File: src/pkg/rop_pkg.sv
// Constants for the interrupt-return and option-load decode block.
// Assumes a core with a 14-bit instruction word and 8-bit data path.
package rop_pkg;
   // ==========================================================
   // Widths
   localparam int INSN_W = 14;
   localparam int DATA_W = 8;
   localparam int PC_W   = 13;
   // ==========================================================
   // Encodings
   localparam logic [13:0] OP_RET_IRQ  = 14'h0009;
   localparam logic [13:0] OP_OPT_LOAD = 14'h0062;
   // ==========================================================
   // Field positions, phase codes, reset values and cycle counts
   localparam int          GIE_BIT      = 7;
   localparam logic [1:0]  QPH_RST      = 2'h0;
   localparam logic [1:0]  QPH_Q1       = 2'h0;
   localparam logic [1:0]  QPH_Q3       = 2'h2;
   localparam logic [1:0]  QPH_Q4       = 2'h3;
   localparam logic [7:0]  OPTION_RST   = 8'hFF;
   localparam int          RET_CYCLES   = 2;
   localparam logic [12:0] PC_RST       = 13'h0000;
   localparam logic [7:0]  INTERRUPT_CONTROL_REG_RST   = 8'h00;
   localparam int          FLUSH_CLKS   = 4;
endpackage

File: src/rtl/rop_decode.sv
// Decode and execute for the interrupt return and option-load ops.
// Assumes fetch presents the instruction word for a whole 4-Q cycle,
// the stack pops on a one-cycle pulse and W is always valid.
`timescale 1ns/1ns
module rop_decode (
   input  wire logic                      clk_i,
   input  wire logic                      nrst_i,
   input  wire logic [rop_pkg::INSN_W-1:0] insn_i,
   input  wire logic [rop_pkg::DATA_W-1:0] w_reg_i,
   input  wire logic [rop_pkg::PC_W-1:0]   stack_top_entry_i,
   input  wire logic                      opt_wr_i,
   input  wire logic [rop_pkg::DATA_W-1:0] opt_wdata_i,
   input  wire logic                      interrupt_control_reg_wr_i,
   input  wire logic [rop_pkg::DATA_W-1:0] interrupt_control_reg_wdata_i,
   output logic [1:0]                     qph_o,
   output logic                           stack_pop_o,
   output logic                           pc_load_o,
   output logic [rop_pkg::PC_W-1:0]        program_counter_o,
   output logic                           fetch_flush_o,
   output logic [rop_pkg::DATA_W-1:0]      interrupt_control_reg_o,
   output logic [rop_pkg::DATA_W-1:0]      option_reg_o,
   output logic                           status_we_o
);
   import rop_pkg::*;

   typedef enum logic {RP_EXEC, RP_IDLE2} rop_state_e;

   // ==========================================================
   // Phase timing
   logic [1:0] qph;
   logic       q4;
   rop_qphase u_qph (
      .clk_i  (clk_i),
      .nrst_i (nrst_i),
      .qph_o  (qph),
      .q4_o   (q4)
   );
   assign qph_o = qph;

   // ==========================================================
   // Decode
   rop_state_e state_ff;
   rop_state_e nxt_state;
   logic [PC_W-1:0]   pc_ff;
   logic [DATA_W-1:0] interrupt_control_reg_ff;
   logic [DATA_W-1:0] option_ff;
   logic              pop_ff;

   wire in_exec   = (state_ff == RP_EXEC);
   wire is_ret    = in_exec && (insn_i == OP_RET_IRQ);
   wire is_optld  = in_exec && (insn_i == OP_OPT_LOAD);
   wire gie_set   = is_ret && (qph == QPH_Q3);
   wire pop_now   = is_ret && q4;
   wire opt_now   = is_optld && q4;

   // Second cycle of the return is a forced no-op; fetched word is
   // discarded so execution resumes at the restored address.
   always_comb begin
      nxt_state = state_ff;
      case (state_ff)
         RP_EXEC:  if (pop_now) nxt_state = RP_IDLE2;
         RP_IDLE2: if (q4) nxt_state = RP_EXEC;
         default:  nxt_state = RP_EXEC;
      endcase
   end

   always_ff @(posedge clk_i or negedge nrst_i) begin
      if (!nrst_i) begin
         state_ff <= RP_EXEC;
         pop_ff   <= 1'b0;
         pc_ff    <= PC_RST;
      end else begin
         state_ff <= nxt_state;
         pop_ff   <= pop_now;
         if (pop_now) begin
            pc_ff <= stack_top_entry_i;
         end
      end
   end

   // Hardware set wins over a software write in the same cycle.
   always_ff @(posedge clk_i or negedge nrst_i) begin
      if (!nrst_i) begin
         interrupt_control_reg_ff <= INTERRUPT_CONTROL_REG_RST;
      end else begin
         if (interrupt_control_reg_wr_i) begin
            interrupt_control_reg_ff <= interrupt_control_reg_wdata_i;
         end
         if (gie_set) begin
            interrupt_control_reg_ff[GIE_BIT] <= 1'b1;
         end
      end
   end

   // Option register stays a normal file register; the legacy op is
   // kept only for old code, which should use the file write instead.
   always_ff @(posedge clk_i or negedge nrst_i) begin
      if (!nrst_i) begin
         option_ff <= OPTION_RST;
      end else if (opt_now) begin
         option_ff <= w_reg_i;
      end else if (opt_wr_i) begin
         option_ff <= opt_wdata_i;
      end
   end

   // ==========================================================
   // Second-cycle length tracker
   // Counts clocks spent in the forced no-op so the checks below can
   // catch a stall that would swallow the next fetched word.
   localparam logic [2:0] FLUSH_LAST = 3'(FLUSH_CLKS - 1);
   logic [2:0] flush_cnt_ff;
   wire  [2:0] nxt_flush_cnt = (state_ff == RP_IDLE2) ?
                               flush_cnt_ff + 3'h1 : 3'h0;

   always_ff @(posedge clk_i or negedge nrst_i) begin
      if (!nrst_i) begin
         flush_cnt_ff <= 3'h0;
      end else begin
         flush_cnt_ff <= nxt_flush_cnt;
      end
   end

   // ==========================================================
   // Outputs
   assign stack_pop_o             = pop_now;
   assign pc_load_o               = pop_ff;
   assign program_counter_o       = pc_ff;
   assign fetch_flush_o           = (state_ff == RP_IDLE2);
   assign interrupt_control_reg_o = interrupt_control_reg_ff;
   assign option_reg_o            = option_ff;
   assign status_we_o             = 1'b0;

   // ==========================================================
   // Checks
   a_ret_pops_pc: assert property (
      @(posedge clk_i) disable iff (!nrst_i)
      pop_now |=> (pc_load_o && program_counter_o == $past(stack_top_entry_i)))
      else $error("return did not load popped entry");
   a_pop_in_q4: assert property (
      @(posedge clk_i) disable iff (!nrst_i)
      stack_pop_o |-> qph == QPH_Q4)
      else $error("stack popped outside Q4");
   a_pop_one_clk: assert property (
      @(posedge clk_i) disable iff (!nrst_i)
      stack_pop_o |=> !stack_pop_o)
      else $error("stack pop longer than one clock");
   a_pc_load_pulse: assert property (
      @(posedge clk_i) disable iff (!nrst_i)
      pc_load_o |=> !pc_load_o)
      else $error("program counter load longer than one clock");
   a_pc_holds: assert property (
      @(posedge clk_i) disable iff (!nrst_i)
      !stack_pop_o |=> $stable(program_counter_o))
      else $error("restored address changed without a pop");
   a_ret_sets_gie: assert property (
      @(posedge clk_i) disable iff (!nrst_i)
      gie_set |=> interrupt_control_reg_o[GIE_BIT])
      else $error("global enable not set on return");
   a_gie_at_pop: assert property (
      @(posedge clk_i) disable iff (!nrst_i)
      pop_now |-> interrupt_control_reg_o[GIE_BIT])
      else $error("global enable low when stack pops");
   a_ret_two_cyc: assert property (
      @(posedge clk_i) disable iff (!nrst_i)
      pop_now |=> fetch_flush_o [*4] ##1 !fetch_flush_o)
      else $error("return second cycle wrong length");
   a_ret_no_repop: assert property (
      @(posedge clk_i) disable iff (!nrst_i)
      fetch_flush_o |-> !stack_pop_o)
      else $error("pop during idle cycle");
   a_flush_len: assert property (
      @(posedge clk_i) disable iff (!nrst_i)
      (fetch_flush_o && flush_cnt_ff == FLUSH_LAST) |=> !fetch_flush_o)
      else $error("idle cycle overran one instruction cycle");
   a_flush_max: assert property (
      @(posedge clk_i) disable iff (!nrst_i)
      fetch_flush_o |-> flush_cnt_ff <= FLUSH_LAST)
      else $error("idle cycle counter out of range");
   a_flush_from_ret: assert property (
      @(posedge clk_i) disable iff (!nrst_i)
      $rose(fetch_flush_o) |-> $past(stack_pop_o))
      else $error("idle cycle entered without a pop");
   a_flush_q1_start: assert property (
      @(posedge clk_i) disable iff (!nrst_i)
      $rose(fetch_flush_o) |-> qph == QPH_Q1)
      else $error("idle cycle not aligned to Q1");
   a_flush_no_gie: assert property (
      @(posedge clk_i) disable iff (!nrst_i)
      (fetch_flush_o && !interrupt_control_reg_wr_i) |=> $stable(interrupt_control_reg_o))
      else $error("interrupt control changed in idle cycle");
   a_flush_no_opt: assert property (
      @(posedge clk_i) disable iff (!nrst_i)
      (fetch_flush_o && !opt_wr_i) |=> $stable(option_reg_o))
      else $error("option register changed in idle cycle");
   a_qph_steps: assert property (
      @(posedge clk_i) disable iff (!nrst_i)
      1'b1 |=> qph_o == 2'($past(qph_o) + 2'h1))
      else $error("Q phase did not advance by one");
   a_opt_load_w: assert property (
      @(posedge clk_i) disable iff (!nrst_i)
      opt_now |=> option_reg_o == $past(w_reg_i))
      else $error("option register not loaded from W");
   a_opt_one_cyc: assert property (
      @(posedge clk_i) disable iff (!nrst_i)
      opt_now |=> !fetch_flush_o)
      else $error("option load stalled fetch");
   a_opt_no_branch: assert property (
      @(posedge clk_i) disable iff (!nrst_i)
      is_optld |-> (!stack_pop_o && !pc_load_o))
      else $error("option load touched the stack");
   a_opt_keeps_gie: assert property (
      @(posedge clk_i) disable iff (!nrst_i)
      (opt_now && !interrupt_control_reg_wr_i) |=> $stable(interrupt_control_reg_o))
      else $error("option load changed interrupt control");
   a_no_status_wr: assert property (
      @(posedge clk_i) disable iff (!nrst_i)
      (is_ret || is_optld) |-> !status_we_o)
      else $error("status flags written");
   a_file_wr_opt: assert property (
      @(posedge clk_i) disable iff (!nrst_i)
      (opt_wr_i && !opt_now) |=> option_reg_o == $past(opt_wdata_i))
      else $error("option file write lost");
endmodule

File: src/rtl/rop_qphase.sv
// Four-phase instruction cycle generator.
// Assumes one core clock edge per Q phase.
`timescale 1ns/1ns
module rop_qphase (
   input  wire logic       clk_i,
   input  wire logic       nrst_i,
   output logic [1:0]      qph_o,
   output logic            q4_o
);
   import rop_pkg::*;

   logic [1:0] qph_ff;
   wire  [1:0] nxt_qph = qph_ff + 2'h1;

   always_ff @(posedge clk_i or negedge nrst_i) begin
      if (!nrst_i) begin
         qph_ff <= QPH_RST;
      end else begin
         qph_ff <= nxt_qph;
      end
   end

   assign qph_o = qph_ff;
   assign q4_o  = (qph_ff == QPH_Q4);
endmodule

File: config.mk
export PLATFORM = sky130hd
export DESIGN_NAME = rop_decode
export DESIGN_NICKNAME = d
export VERILOG_FILES = /design/src/pkg/rop_pkg.sv /design/src/rtl/rop_decode.sv /design/src/rtl/rop_qphase.sv
export SDC_FILE = /design/constraint.sdc
export NUM_CORES = 1
export LEC_CHECK = 0
export BUFFER_PORTS_ARGS = -buffer_cell sky130_fd_sc_hd__buf_2
export CAP_MARGIN = 20
export CORE_MARGIN = 4
export CORE_UTILIZATION = 45
export DETAILED_ROUTE_END_ITERATION = 12
export MAX_ROUTING_LAYER = met4
export PLACE_DENSITY_LB_ADDON = 0.12
export SYNTH_ARGS = -nofsm -noshare
export SYNTH_HDL_FRONTEND = slang
export SYNTH_HIERARCHICAL = 1
export SYNTH_SLANG_ARGS = --single-unit
File: constraint.sdc
create_clock -name clk_i -period 4 [get_ports clk_i]
set_input_delay 0.2 -clock clk_i [delete_from_list [all_inputs] [get_ports clk_i]]
set_output_delay 0.2 -clock clk_i [all_outputs]
set_load 0.02 [all_outputs]
==> impl_metrics.tcl, run 1 <==
set metrics [dict create \
    setup_violations 0 \
    max_freq_mhz 498 \
    worstPathRequired_ps 4200 \
    r2r_setup_slack_ps 1990 \
    timing.rr.end "program_counter_o[2]$_DFFE_PN0P_" \
    dp_hpwl_mm 2.62 \
    pre_cts_slack_ps 1950 \
    period_share 0.502 \
    globalRouteOverflowTotal 0 \
    floorplan.die_area_sq_um 4370 \
    cts_resized 0 \
    tns_ps 0 \
    crit_path_max_incr_delay_ps 710 \
    post_route_skew_ps 7.94 \
    netlist_instances 96 \
    run_status "finished, final reports clean" \
    drive_gt1_frac 0.755 \
    maxCapViolCount 0 \
    cts_tree "yes" \
    setup.worst_path.end "program_counter_o[2]$_DFFE_PN0P_" \
    drc_violation_count_after_routing 0 \
    global_route.usage.total 0.160 \
    timing.hold.worst.start "stack_top_entry_i[7]" \
    synthesis.yosys.warnings 6 \
    leakage_nw 1.07 \
    cp_num_buf_inv 0 \
    tritoncts_num_sinks 33 \
    layout-area-overhead-vs-synth_pct 34.1 \
    worstHoldPathType "input port to flip-flop" \
    finalInstanceArea_sq_um 2040 \
    ys_seq_area_frac 0.551 \
    timing.critical_path.to_type "flip-flop" \
    setup.worst_path.start "u_qph/qph_o[0]$_DFF_PN0_" \
    initial_core_utilization 0.485 \
    cts_setup_buffers 0 \
    worstRegToRegCells 4 \
    power.density_cell_area_nw_per_um2 323 \
    initialDrtViolationCount 23 \
    placeable_core_area_sq_um 3130 \
    drt-vias-per-instance 4.72 \
    peakVddDrop_mv 0.233 \
    multi_input_comb_area_sq_um 628 \
    cts_made_buffers 5 \
    antennaDiodeCount 0 \
    routabilityCongestion 0.666 \
    buffer_ports.inserted 88 \
    drt_wl_total_mm 3.26 \
    design.final.nets 243 \
    num_vias 1096 \
    post_drt_wl_per_cell_um 14.0 \
    path_cells "ha_1, nor4bb_1, and4_1, mux2_2" \
    rr_startpoint "u_qph/qph_o[0]$_DFF_PN0_" \
    ctsRootBufferMaster "sky130_fd_sc_hd__clkbuf_4" \
    cpMaxStageDelayCell "sky130_fd_sc_hd__and4_1" \
    placed_cell_area_sq_um 1970 \
    clock_tree.buffer_depth 2 \
    rsz0062_at_grt "no" \
    placementRows 20 \
    antenna_violations_before_repair 0 \
    finalMaxSlewViolations 0 \
    die_w_um 66.1 \
    ctsHoldBuffers 1 \
    critical_path_depth 4 \
    start_kind "flip-flop" \
    io-pin-count 90 \
    layout_setup_ws_ps 1990 \
    final-hold-violation-count 0 \
    timing_worst_setup_path_type "flip-flop to flip-flop" \
    syn_area_sq_um 1520 \
    synthesis.area_per_instance_sq_um 15.8 \
    cpLargestDelayFamily "simple AND/OR/NAND/NOR gates" \
    floorplan.die.height_um 66.1 \
    fillers 269 \
    drt_first_pass_iters 4 \
    grt_max_degree 34 \
    synth.ff_latch_count 33 \
    fin_worst_hold_slack_ps 105 \
    timing.slew.headroom 0.511 \
    final_antenna_net_count 0 \
    fin_total_pwr_uw 657 \
    distinct_cell_type_count_after_synthesis 26 \
    register_area_sq_um 836 \
    grt_pass1_wl_mm 5.12 \
    path_max_fanout 13 \
    grt_pass1_vias 1204 \
    clk_latency_ps 320 \
    critical_path_arrival_ps 2210 \
    clk_transition_reported_paths_ps 90 \
    timing_worst_slew_pin_value_ps 734 \
    final.min_clock_period_ps 2010 \
    syn_nets 152 \
    cts.htree.levels 2 \
]
[worst reg2reg max path, delay by kind of cell (launching register included)]
family,cells,cell delay (ps)
fa+ha+maj,1,200
flops,1,380
mux,1,420
simple gates,2,890
[registers in the layout, indices dropped and copies added, names as in the netlist]
register	flops
option_reg_o	8
pc_load_o	1
program_counter_o	13
interrupt_control_reg_o	8
fetch_flush_o	1
u_qph/qph_o	2
[synth_stat cells, drive strengths merged]
cell,instances,area (sq um)
ha,1,12.5
nand4b,1,8.76
dfstp,8,210
clkbuf,2,7.51
a21o,1,7.51
nor4,3,40.0
o21ai,1,5.00
nor4bb,3,30.0
conb,1,3.75
buf,3,38.8
nand3,1,5.00
and4,2,18.8
and4b,1,10.0
nand4,1,12.5
nor2,1,3.75
nor4b,2,17.5
inv,2,7.51
mux2i,1,10.0
mux2,36,443
dfrtp,25,626
[power breakdown]
group | leakage, nW | total [mW] | internal, mW | switching, mW
combinational | 0.628 | 0.107 | 0.0526 | 0.0548
clock | 0.0326 | 0.187 | 0.0867 | 0.0999
sequential | 0.411 | 0.363 | 0.356 | 0.00719
[cells by family (layout without fill, tap and decap cells)]
kind of cell | after synthesis | in the layout | synth area share
compound gates | 2 | 2 | 0.00824
fa+ha+maj | 1 | 1 | 0.00824
buf+inv | 7 | 99 | 0.0355
flops | 33 | 33 | 0.551
mux | 37 | 37 | 0.298
other cells | 1 | 1 | 0.00247
simple gates | 15 | 15 | 0.0965
[how the worst min path moves through the flow]
stage,end,slack [ps],depth (start not counted)
finish,program_counter_o[7]$_DFFE_PN0P_,110,2
global route,program_counter_o[7]$_DFFE_PN0P_,80,2
CTS,program_counter_o[7]$_DFFE_PN0P_,90,2
detailed placement,u_qph/qph_o[1]$_DFF_PN0_,290,1
global placement,u_qph/qph_o[0]$_DFF_PN0_,280,1
floorplan,fetch_flush_o$_DFF_PN0_,-100,0
[per-layer routing]
layer,part of all wire,track usage
met1,0.39,0.162
met2,0.52,0.289
met3,0.083,0.0442
met4,0.0089,0.0685
met5,0,-
[through the flow]
step | utilization | cells
after floorplan | - | 96
after global placement | 0.629 | 223
after detailed placement | 0.629 | 223
after CTS | 0.651 | 232
after global routing | 0.651 | 232
final | 0.651 | 232
[layout by cell type (no fill, tap or decap)]
cell,netlist,final
sky130_fd_sc_hd__nor4b_1,2,2
sky130_fd_sc_hd__conb_1,1,1
sky130_fd_sc_hd__ha_1,1,1
sky130_fd_sc_hd__mux2i_1,1,1
sky130_fd_sc_hd__mux2_4,10,10
sky130_fd_sc_hd__dfstp_2,8,8
sky130_fd_sc_hd__nor4_2,1,1
sky130_fd_sc_hd__dlygate4sd3_1,0,1
sky130_fd_sc_hd__nor4_4,1,1
sky130_fd_sc_hd__inv_1,2,2
sky130_fd_sc_hd__nand4_2,1,1
sky130_fd_sc_hd__and4b_1,1,1
sky130_fd_sc_hd__nand4b_1,1,1
sky130_fd_sc_hd__clkbuf_8,0,1
sky130_fd_sc_hd__clkbuf_1,2,2
sky130_fd_sc_hd__nor4bb_1,3,3
sky130_fd_sc_hd__a21o_1,1,1
sky130_fd_sc_hd__and4_1,1,1
sky130_fd_sc_hd__buf_2,0,88
sky130_fd_sc_hd__dfrtp_1,25,25
sky130_fd_sc_hd__clkbuf_4,0,5
sky130_fd_sc_hd__nand3_1,1,1
sky130_fd_sc_hd__nor4_1,1,1
sky130_fd_sc_hd__nor2_1,1,1
sky130_fd_sc_hd__mux2_2,26,26
sky130_fd_sc_hd__and4_2,1,1
sky130_fd_sc_hd__o21ai_0,1,1
[area by class of cell]
type                            count  area share
Inverter                            2     0.00369
Clock buffer                        8      0.0289
Multi-Input combinational cell     56       0.309
Tap cell                           44      0.0270
Timing Repair Buffer               89       0.221
Sequential cell                    33       0.411
Note: power is estimated with default switching activity, not from simulation.
==> run 2, diff against run 1 <==
CORE_UTILIZATION = 39   (was 45)
clock period = 1.8 ns   (was 4 ns; I/O delays follow)
==> run 2 against run 1 <==
Compared with the run above:
- final cell count grew 3.0%
- cell area increased by 3.1%
- total power grew 140%
- largest cell class unchanged
- largest power group unchanged
==> impl_metrics.tcl, run 2 (synthesized netlist as in run 1, its figures left out) <==
set metrics [dict create \
    final.min_clock_period_ps 1680 \
    rsz0062_at_grt "no" \
    critical_path_depth 5 \
    cts_resized 0 \
    grt_max_degree 34 \
    cts_tree "yes" \
    largest_reg_flops 13 \
    grt_pass1_wl_mm 5.61 \
    clock_tree.buffer_depth 2 \
    cpMaxStageDelayCell "sky130_fd_sc_hd__dfrtp_1" \
    globalRouteOverflowTotal 0 \
    setup.worst_path.start "u_qph/qph_o[0]$_DFF_PN0_" \
    cts.htree.levels 2 \
    die_w_um 70.4 \
    layout-area-overhead-vs-synth_pct 38.3 \
    peakVddDrop_mv 0.345 \
    layout_setup_ws_ps 121 \
    tritoncts_num_sinks 33 \
    buffer_ports.inserted 88 \
    drc_violation_count_after_routing 0 \
    timing.rr.end "program_counter_o[2]$_DFFE_PN0P_" \
    drive_gt1_frac 0.764 \
    routabilityCongestion 0.805 \
    cp_num_buf_inv 1 \
    cpLargestDelayFamily "simple AND/OR/NAND/NOR gates" \
    antennaDiodeCount 0 \
    final_antenna_net_count 0 \
    timing_worst_setup_path_type "flip-flop to flip-flop" \
    floorplan.die.height_um 70.4 \
    clk_transition_reported_paths_ps 70 \
    initial_core_utilization 0.408 \
    clk_latency_ps 270 \
    pre_cts_slack_ps 107 \
    max_freq_mhz 596 \
    drt_first_pass_iters 4 \
    io-pin-count 90 \
    global_route.usage.total 0.144 \
    final-hold-violation-count 0 \
    timing_worst_slew_pin_value_ps 707 \
    num_vias 1133 \
    crit_path_max_incr_delay_ps 390 \
    design.final.nets 246 \
    timing.critical_path.to_type "flip-flop" \
    most_common_library_cell_in_the_layout_ignoring_fill_and_taps "sky130_fd_sc_hd__buf_2" \
    path_cells "ha_1, nor4bb_1, and4_1, buf_12, mux2_2" \
    placeable_core_area_sq_um 3720 \
    start_kind "flip-flop" \
    rr_startpoint "u_qph/qph_o[0]$_DFF_PN0_" \
    setup.worst_path.end "program_counter_o[2]$_DFFE_PN0P_" \
    period_share 0.933 \
    floorplan.die_area_sq_um 4950 \
    grt_pass1_vias 1250 \
    initialDrtViolationCount 19 \
    worstRegToRegCells 5 \
    timing.slew.headroom 0.529 \
    path_max_fanout 13 \
    power.density_cell_area_nw_per_um2 742 \
    post_route_skew_ps 5.24 \
    cts_made_buffers 5 \
    layout.cells.most_common_list "sky130_fd_sc_hd__buf_2, sky130_fd_sc_hd__mux2_2, sky130_fd_sc_hd__dfrtp_1" \
    dp_hpwl_mm 2.72 \
    worstHoldPathType "input port to flip-flop" \
    worstPathRequired_ps 1950 \
    setup_violations 0 \
    ctsRootBufferMaster "sky130_fd_sc_hd__clkbuf_8" \
    fin_total_pwr_mw 1.56 \
    run_status "finished, final reports clean" \
    leakage_nw 1.10 \
    drt-vias-per-instance 4.74 \
    critical_path_arrival_ps 1830 \
    antenna_violations_before_repair 0 \
    tns_ps 0 \
    placementRows 22 \
    layout.cells.non_filler 239 \
    drt_wl_total_mm 3.34 \
    dpl.cell_count 229 \
    post_drt_wl_per_cell_um 14.0 \
    finalMaxSlewViolations 0 \
    maxCapViolCount 0 \
    r2r_setup_slack_ps 120 \
]
run 2: cell type report:
type	instances	area, sq um
Sequential cell	33	836
Timing Repair Buffer	92	485
Fill cell	351	1620
Tap cell	48	60.1
Clock buffer	6	72.6
Clock inverter	2	10.0
Inverter	2	7.51
Multi-Input combinational cell	56	628
run 2: worst reg2reg max path, cell delays in order (launching register included):
cell,delay [ps]
sky130_fd_sc_hd__dfrtp_1,390
sky130_fd_sc_hd__ha_1,210
sky130_fd_sc_hd__nor4bb_1,190
sky130_fd_sc_hd__and4_1,270
sky130_fd_sc_hd__buf_12,170
sky130_fd_sc_hd__mux2_2,340
run 2: metal layers:
metal,vias to the layer above,track usage,wire length [um]
met5,-,-,0
met1,536,0.179,1480
met4,0,0.0511,39
met3,5,0.0360,283
li1,534,-,-
met2,58,0.226,1540
run 2: worst min-delay path by stage:
stage | startpoint | endpoint | slack, ps | cells after the start
floorplan | nrst_i | fetch_flush_o$_DFF_PN0_ | -210 | 0
global placement | nrst_i | u_qph/qph_o[1]$_DFF_PN0_ | 170 | 1
detailed placement | nrst_i | u_qph/qph_o[0]$_DFF_PN0_ | 190 | 1
CTS | stack_top_entry_i[0] | program_counter_o[0]$_DFFE_PN0P_ | 40 | 2
global route | stack_top_entry_i[9] | program_counter_o[9]$_DFFE_PN0P_ | 40 | 2
finish | interrupt_control_reg_wdata_i[5] | interrupt_control_reg_o[5]$_DFFE_PN0P_ | 50 | 2
run 2: stage by stage:
step	cell area [sq um]	util	hold slack, ps
after floorplan	1520	-	-206
final	2100	0.565	47.8
after global routing	2100	0.565	44.0
after global placement	2000	0.538	170
after detailed placement	2000	0.538	188
after CTS	2090	0.563	42.2
run 2: timing repair:
item,in CTS,in global routing
setup endpoints to repair,0,7
endpoints found under the hold margin,25,0
setup buffers,0,1
hold buffers,1,0
run 2: report_power, final:
part / switching, mW / internal (mW) / leakage (nW)
logic: 0.123 / 0.118 / 0.645
registers: 0.0171 / 0.792 / 0.411
clock network: 0.241 / 0.267 / 0.0450
total: 0.381 / 1.18 / 1.10
==> run 3, diff against run 2 <==
CORE_UTILIZATION = 43   (was 39)
clock period = 1.6 ns   (was 1.8 ns; I/O delays follow)
==> run 3 against run 2 <==
Compared with the run above:
- the flow now finishes with violations (negative setup slack)
- maximum frequency is 4.9% higher
- clock power shrank 9.0%
- critical path depth shrank 1
- global-route usage up 4.5 points
- combinational power grew 38%
- first-iteration DRC count unchanged
- sequential power increased by 12%
- critical path type unchanged
- critical endpoint is now program_counter_o[11]$_DFFE_PN0P_
- largest power group unchanged
==> impl_metrics.tcl, run 3 (synthesized netlist as in run 1, its figures left out) <==
set metrics [dict create \
    cts.htree.levels 2 \
    design.final.nets 281 \
    timing.critical_path.to_type "flip-flop" \
    floorplan.die.height_um 67.4 \
    num_vias 1276 \
    path_max_fanout 6 \
    routabilityCongestion 0.832 \
    timing_worst_setup_path_type "flip-flop to flip-flop" \
    maxCapViolCount 0 \
    period_share 1.00 \
    failed_checks "negative setup slack" \
    placementRows 21 \
    leakage_nw 1.26 \
    globalRouteOverflowTotal 0 \
    layout_setup_ws_ps -0.786 \
    post_drt_wl_per_cell_um 14.3 \
    dp_hpwl_mm 2.69 \
    critical_path_arrival_ps 1840 \
    antenna_violations_before_repair 0 \
    max_freq_mhz 625 \
    final-hold-violation-count 0 \
    io-pin-count 90 \
    worstPathRequired_ps 1840 \
    final_antenna_net_count 0 \
    cts_made_buffers 5 \
    placeable_core_area_sq_um 3360 \
    timing_worst_slew_pin_value_ps 703 \
    drive_gt1_frac 0.712 \
    drt_first_pass_iters 4 \
    layout.cells.most_common_list "sky130_fd_sc_hd__buf_2, sky130_fd_sc_hd__dlygate4sd3_1, sky130_fd_sc_hd__mux2_2, sky130_fd_sc_hd__dfrtp_1, sky130_fd_sc_hd__mux2_4" \
    grtUsageMet2 0.328 \
    initial_core_utilization 0.451 \
    fillers 257 \
    run_status "complete, but fails checks" \
    drc_violation_count_after_routing 0 \
    peakVddDrop_mv 0.527 \
    global_route.usage.total 0.189 \
    start_kind "flip-flop" \
    grt_most_used_layer "met2" \
    grt_max_degree 34 \
    gr_layer_usage_met3 0.0499 \
    largest_reg_flops 13 \
    grt_pass1_vias 1358 \
    drt_wl_total_mm 3.89 \
    drt-vias-per-instance 4.69 \
    grt_pass1_wl_mm 6.11 \
    clock_tree.buffer_depth 2 \
    worstHoldPathType "input port to flip-flop" \
    ctsRootBufferMaster "sky130_fd_sc_hd__clkbuf_4" \
    most_common_library_cell_in_the_layout_ignoring_fill_and_taps "sky130_fd_sc_hd__buf_2" \
    post_route_skew_ps 13.8 \
    antennaDiodeCount 0 \
    global_route.usage.met1 0.208 \
    finalMaxSlewViolations 0 \
    initialDrtViolationCount 19 \
    buffer_ports.inserted 88 \
    floorplan.die_area_sq_um 4540 \
    tns_ps -0.786 \
    setup_violations 1 \
    clk_latency_ps 340 \
    die_w_um 67.4 \
    fin_worst_hold_slack_ps 69.3 \
    timing.slew.headroom 0.531 \
    clk_transition_reported_paths_ps 110 \
    final.min_clock_period_ps 1600 \
    power.density_cell_area_nw_per_um2 683 \
    cts_tree "yes" \
    tritoncts_num_sinks 33 \
    fin_total_pwr_mw 1.70 \
    layout-area-overhead-vs-synth_pct 64.2 \
    rsz0062_at_grt "yes" \
]
run 3: per-layer routing:
| metal | part of all wire | vias to the layer above |
|---|---|---|
| met5 | 0 | - |
| li1 | - | 613 |
| met3 | 0.074 | 6 |
| met4 | 0.013 | 0 |
| met2 | 0.52 | 55 |
| met1 | 0.39 | 602 |
run 3: where the power goes:
part | internal (mW) | leakage [nW] | switching (mW)
Clock | 0.166 | 0.0310 | 0.297
Combinational | 0.181 | 0.817 | 0.151
Sequential | 0.889 | 0.409 | 0.0180
Total | 1.24 | 1.26 | 0.466
run 3: worst paths after layout:
check                                                             from                                     end  slack (ps)  cells past startpoint
worst max-delay path                           fetch_flush_o$_DFF_PN0_       program_counter_o[11]$_DFFE_PN0P_        -0.8                      4
worst min-delay path                                         insn_i[3]  interrupt_control_reg_o[7]$_DFFE_PN0P_          70                      3
worst max register to register                 fetch_flush_o$_DFF_PN0_       program_counter_o[11]$_DFFE_PN0P_        -0.8                      4
worst min register to register  interrupt_control_reg_o[4]$_DFFE_PN0P_  interrupt_control_reg_o[4]$_DFFE_PN0P_         520                      1
max in group asynchronous                                       nrst_i                u_qph/qph_o[0]$_DFF_PN0_         800                      2
min in group asynchronous                                       nrst_i       program_counter_o[11]$_DFFE_PN0P_         320                      2
run 3: worst max-delay path, cell delays in order (launching register included):
cell and delay (ps):
sky130_fd_sc_hd__dfrtp_1 440, sky130_fd_sc_hd__nor4b_2 310, sky130_fd_sc_hd__and4_4 310, sky130_fd_sc_hd__clkbuf_16 160
sky130_fd_sc_hd__mux2_4 290
run 3: final cells by class:
class	count	area, sq um	area share
Tap cell	46	57.6	0.0231
Multi-Input combinational cell	56	689	0.277
Inverter	2	7.51	0.00301
Timing Repair Buffer	127	845	0.339
Clock buffer	5	37.5	0.0151
Clock inverter	3	17.5	0.00703
Sequential cell	33	838	0.336
run 3: per-stage QoR:
step / utilization / worst slack, ps / cell area (sq um) / cells
6_report: 0.741 / -0.786 / 2490 / 272
5_1_grt: 0.741 / -22.7 / 2490 / 272
4_1_cts: 0.720 / -17.4 / 2420 / 270
3_5_place_dp: 0.605 / -33.1 / 2030 / 230
2_1_floorplan: - / -23.5 / 1530 / 96
3_3_place_gp: 0.605 / 4.17 / 2030 / 230
run 3: what timing repair did:
item / in CTS / in global routing
hold endpoints to repair: 54 / 0
pin swaps: 3 / 2
gates resized for setup: 4 / 9
hold buffers: 30 / 0
cloned: 0 / 1
setup endpoints to repair: 14 / 22
buffers inserted: 2 / 1
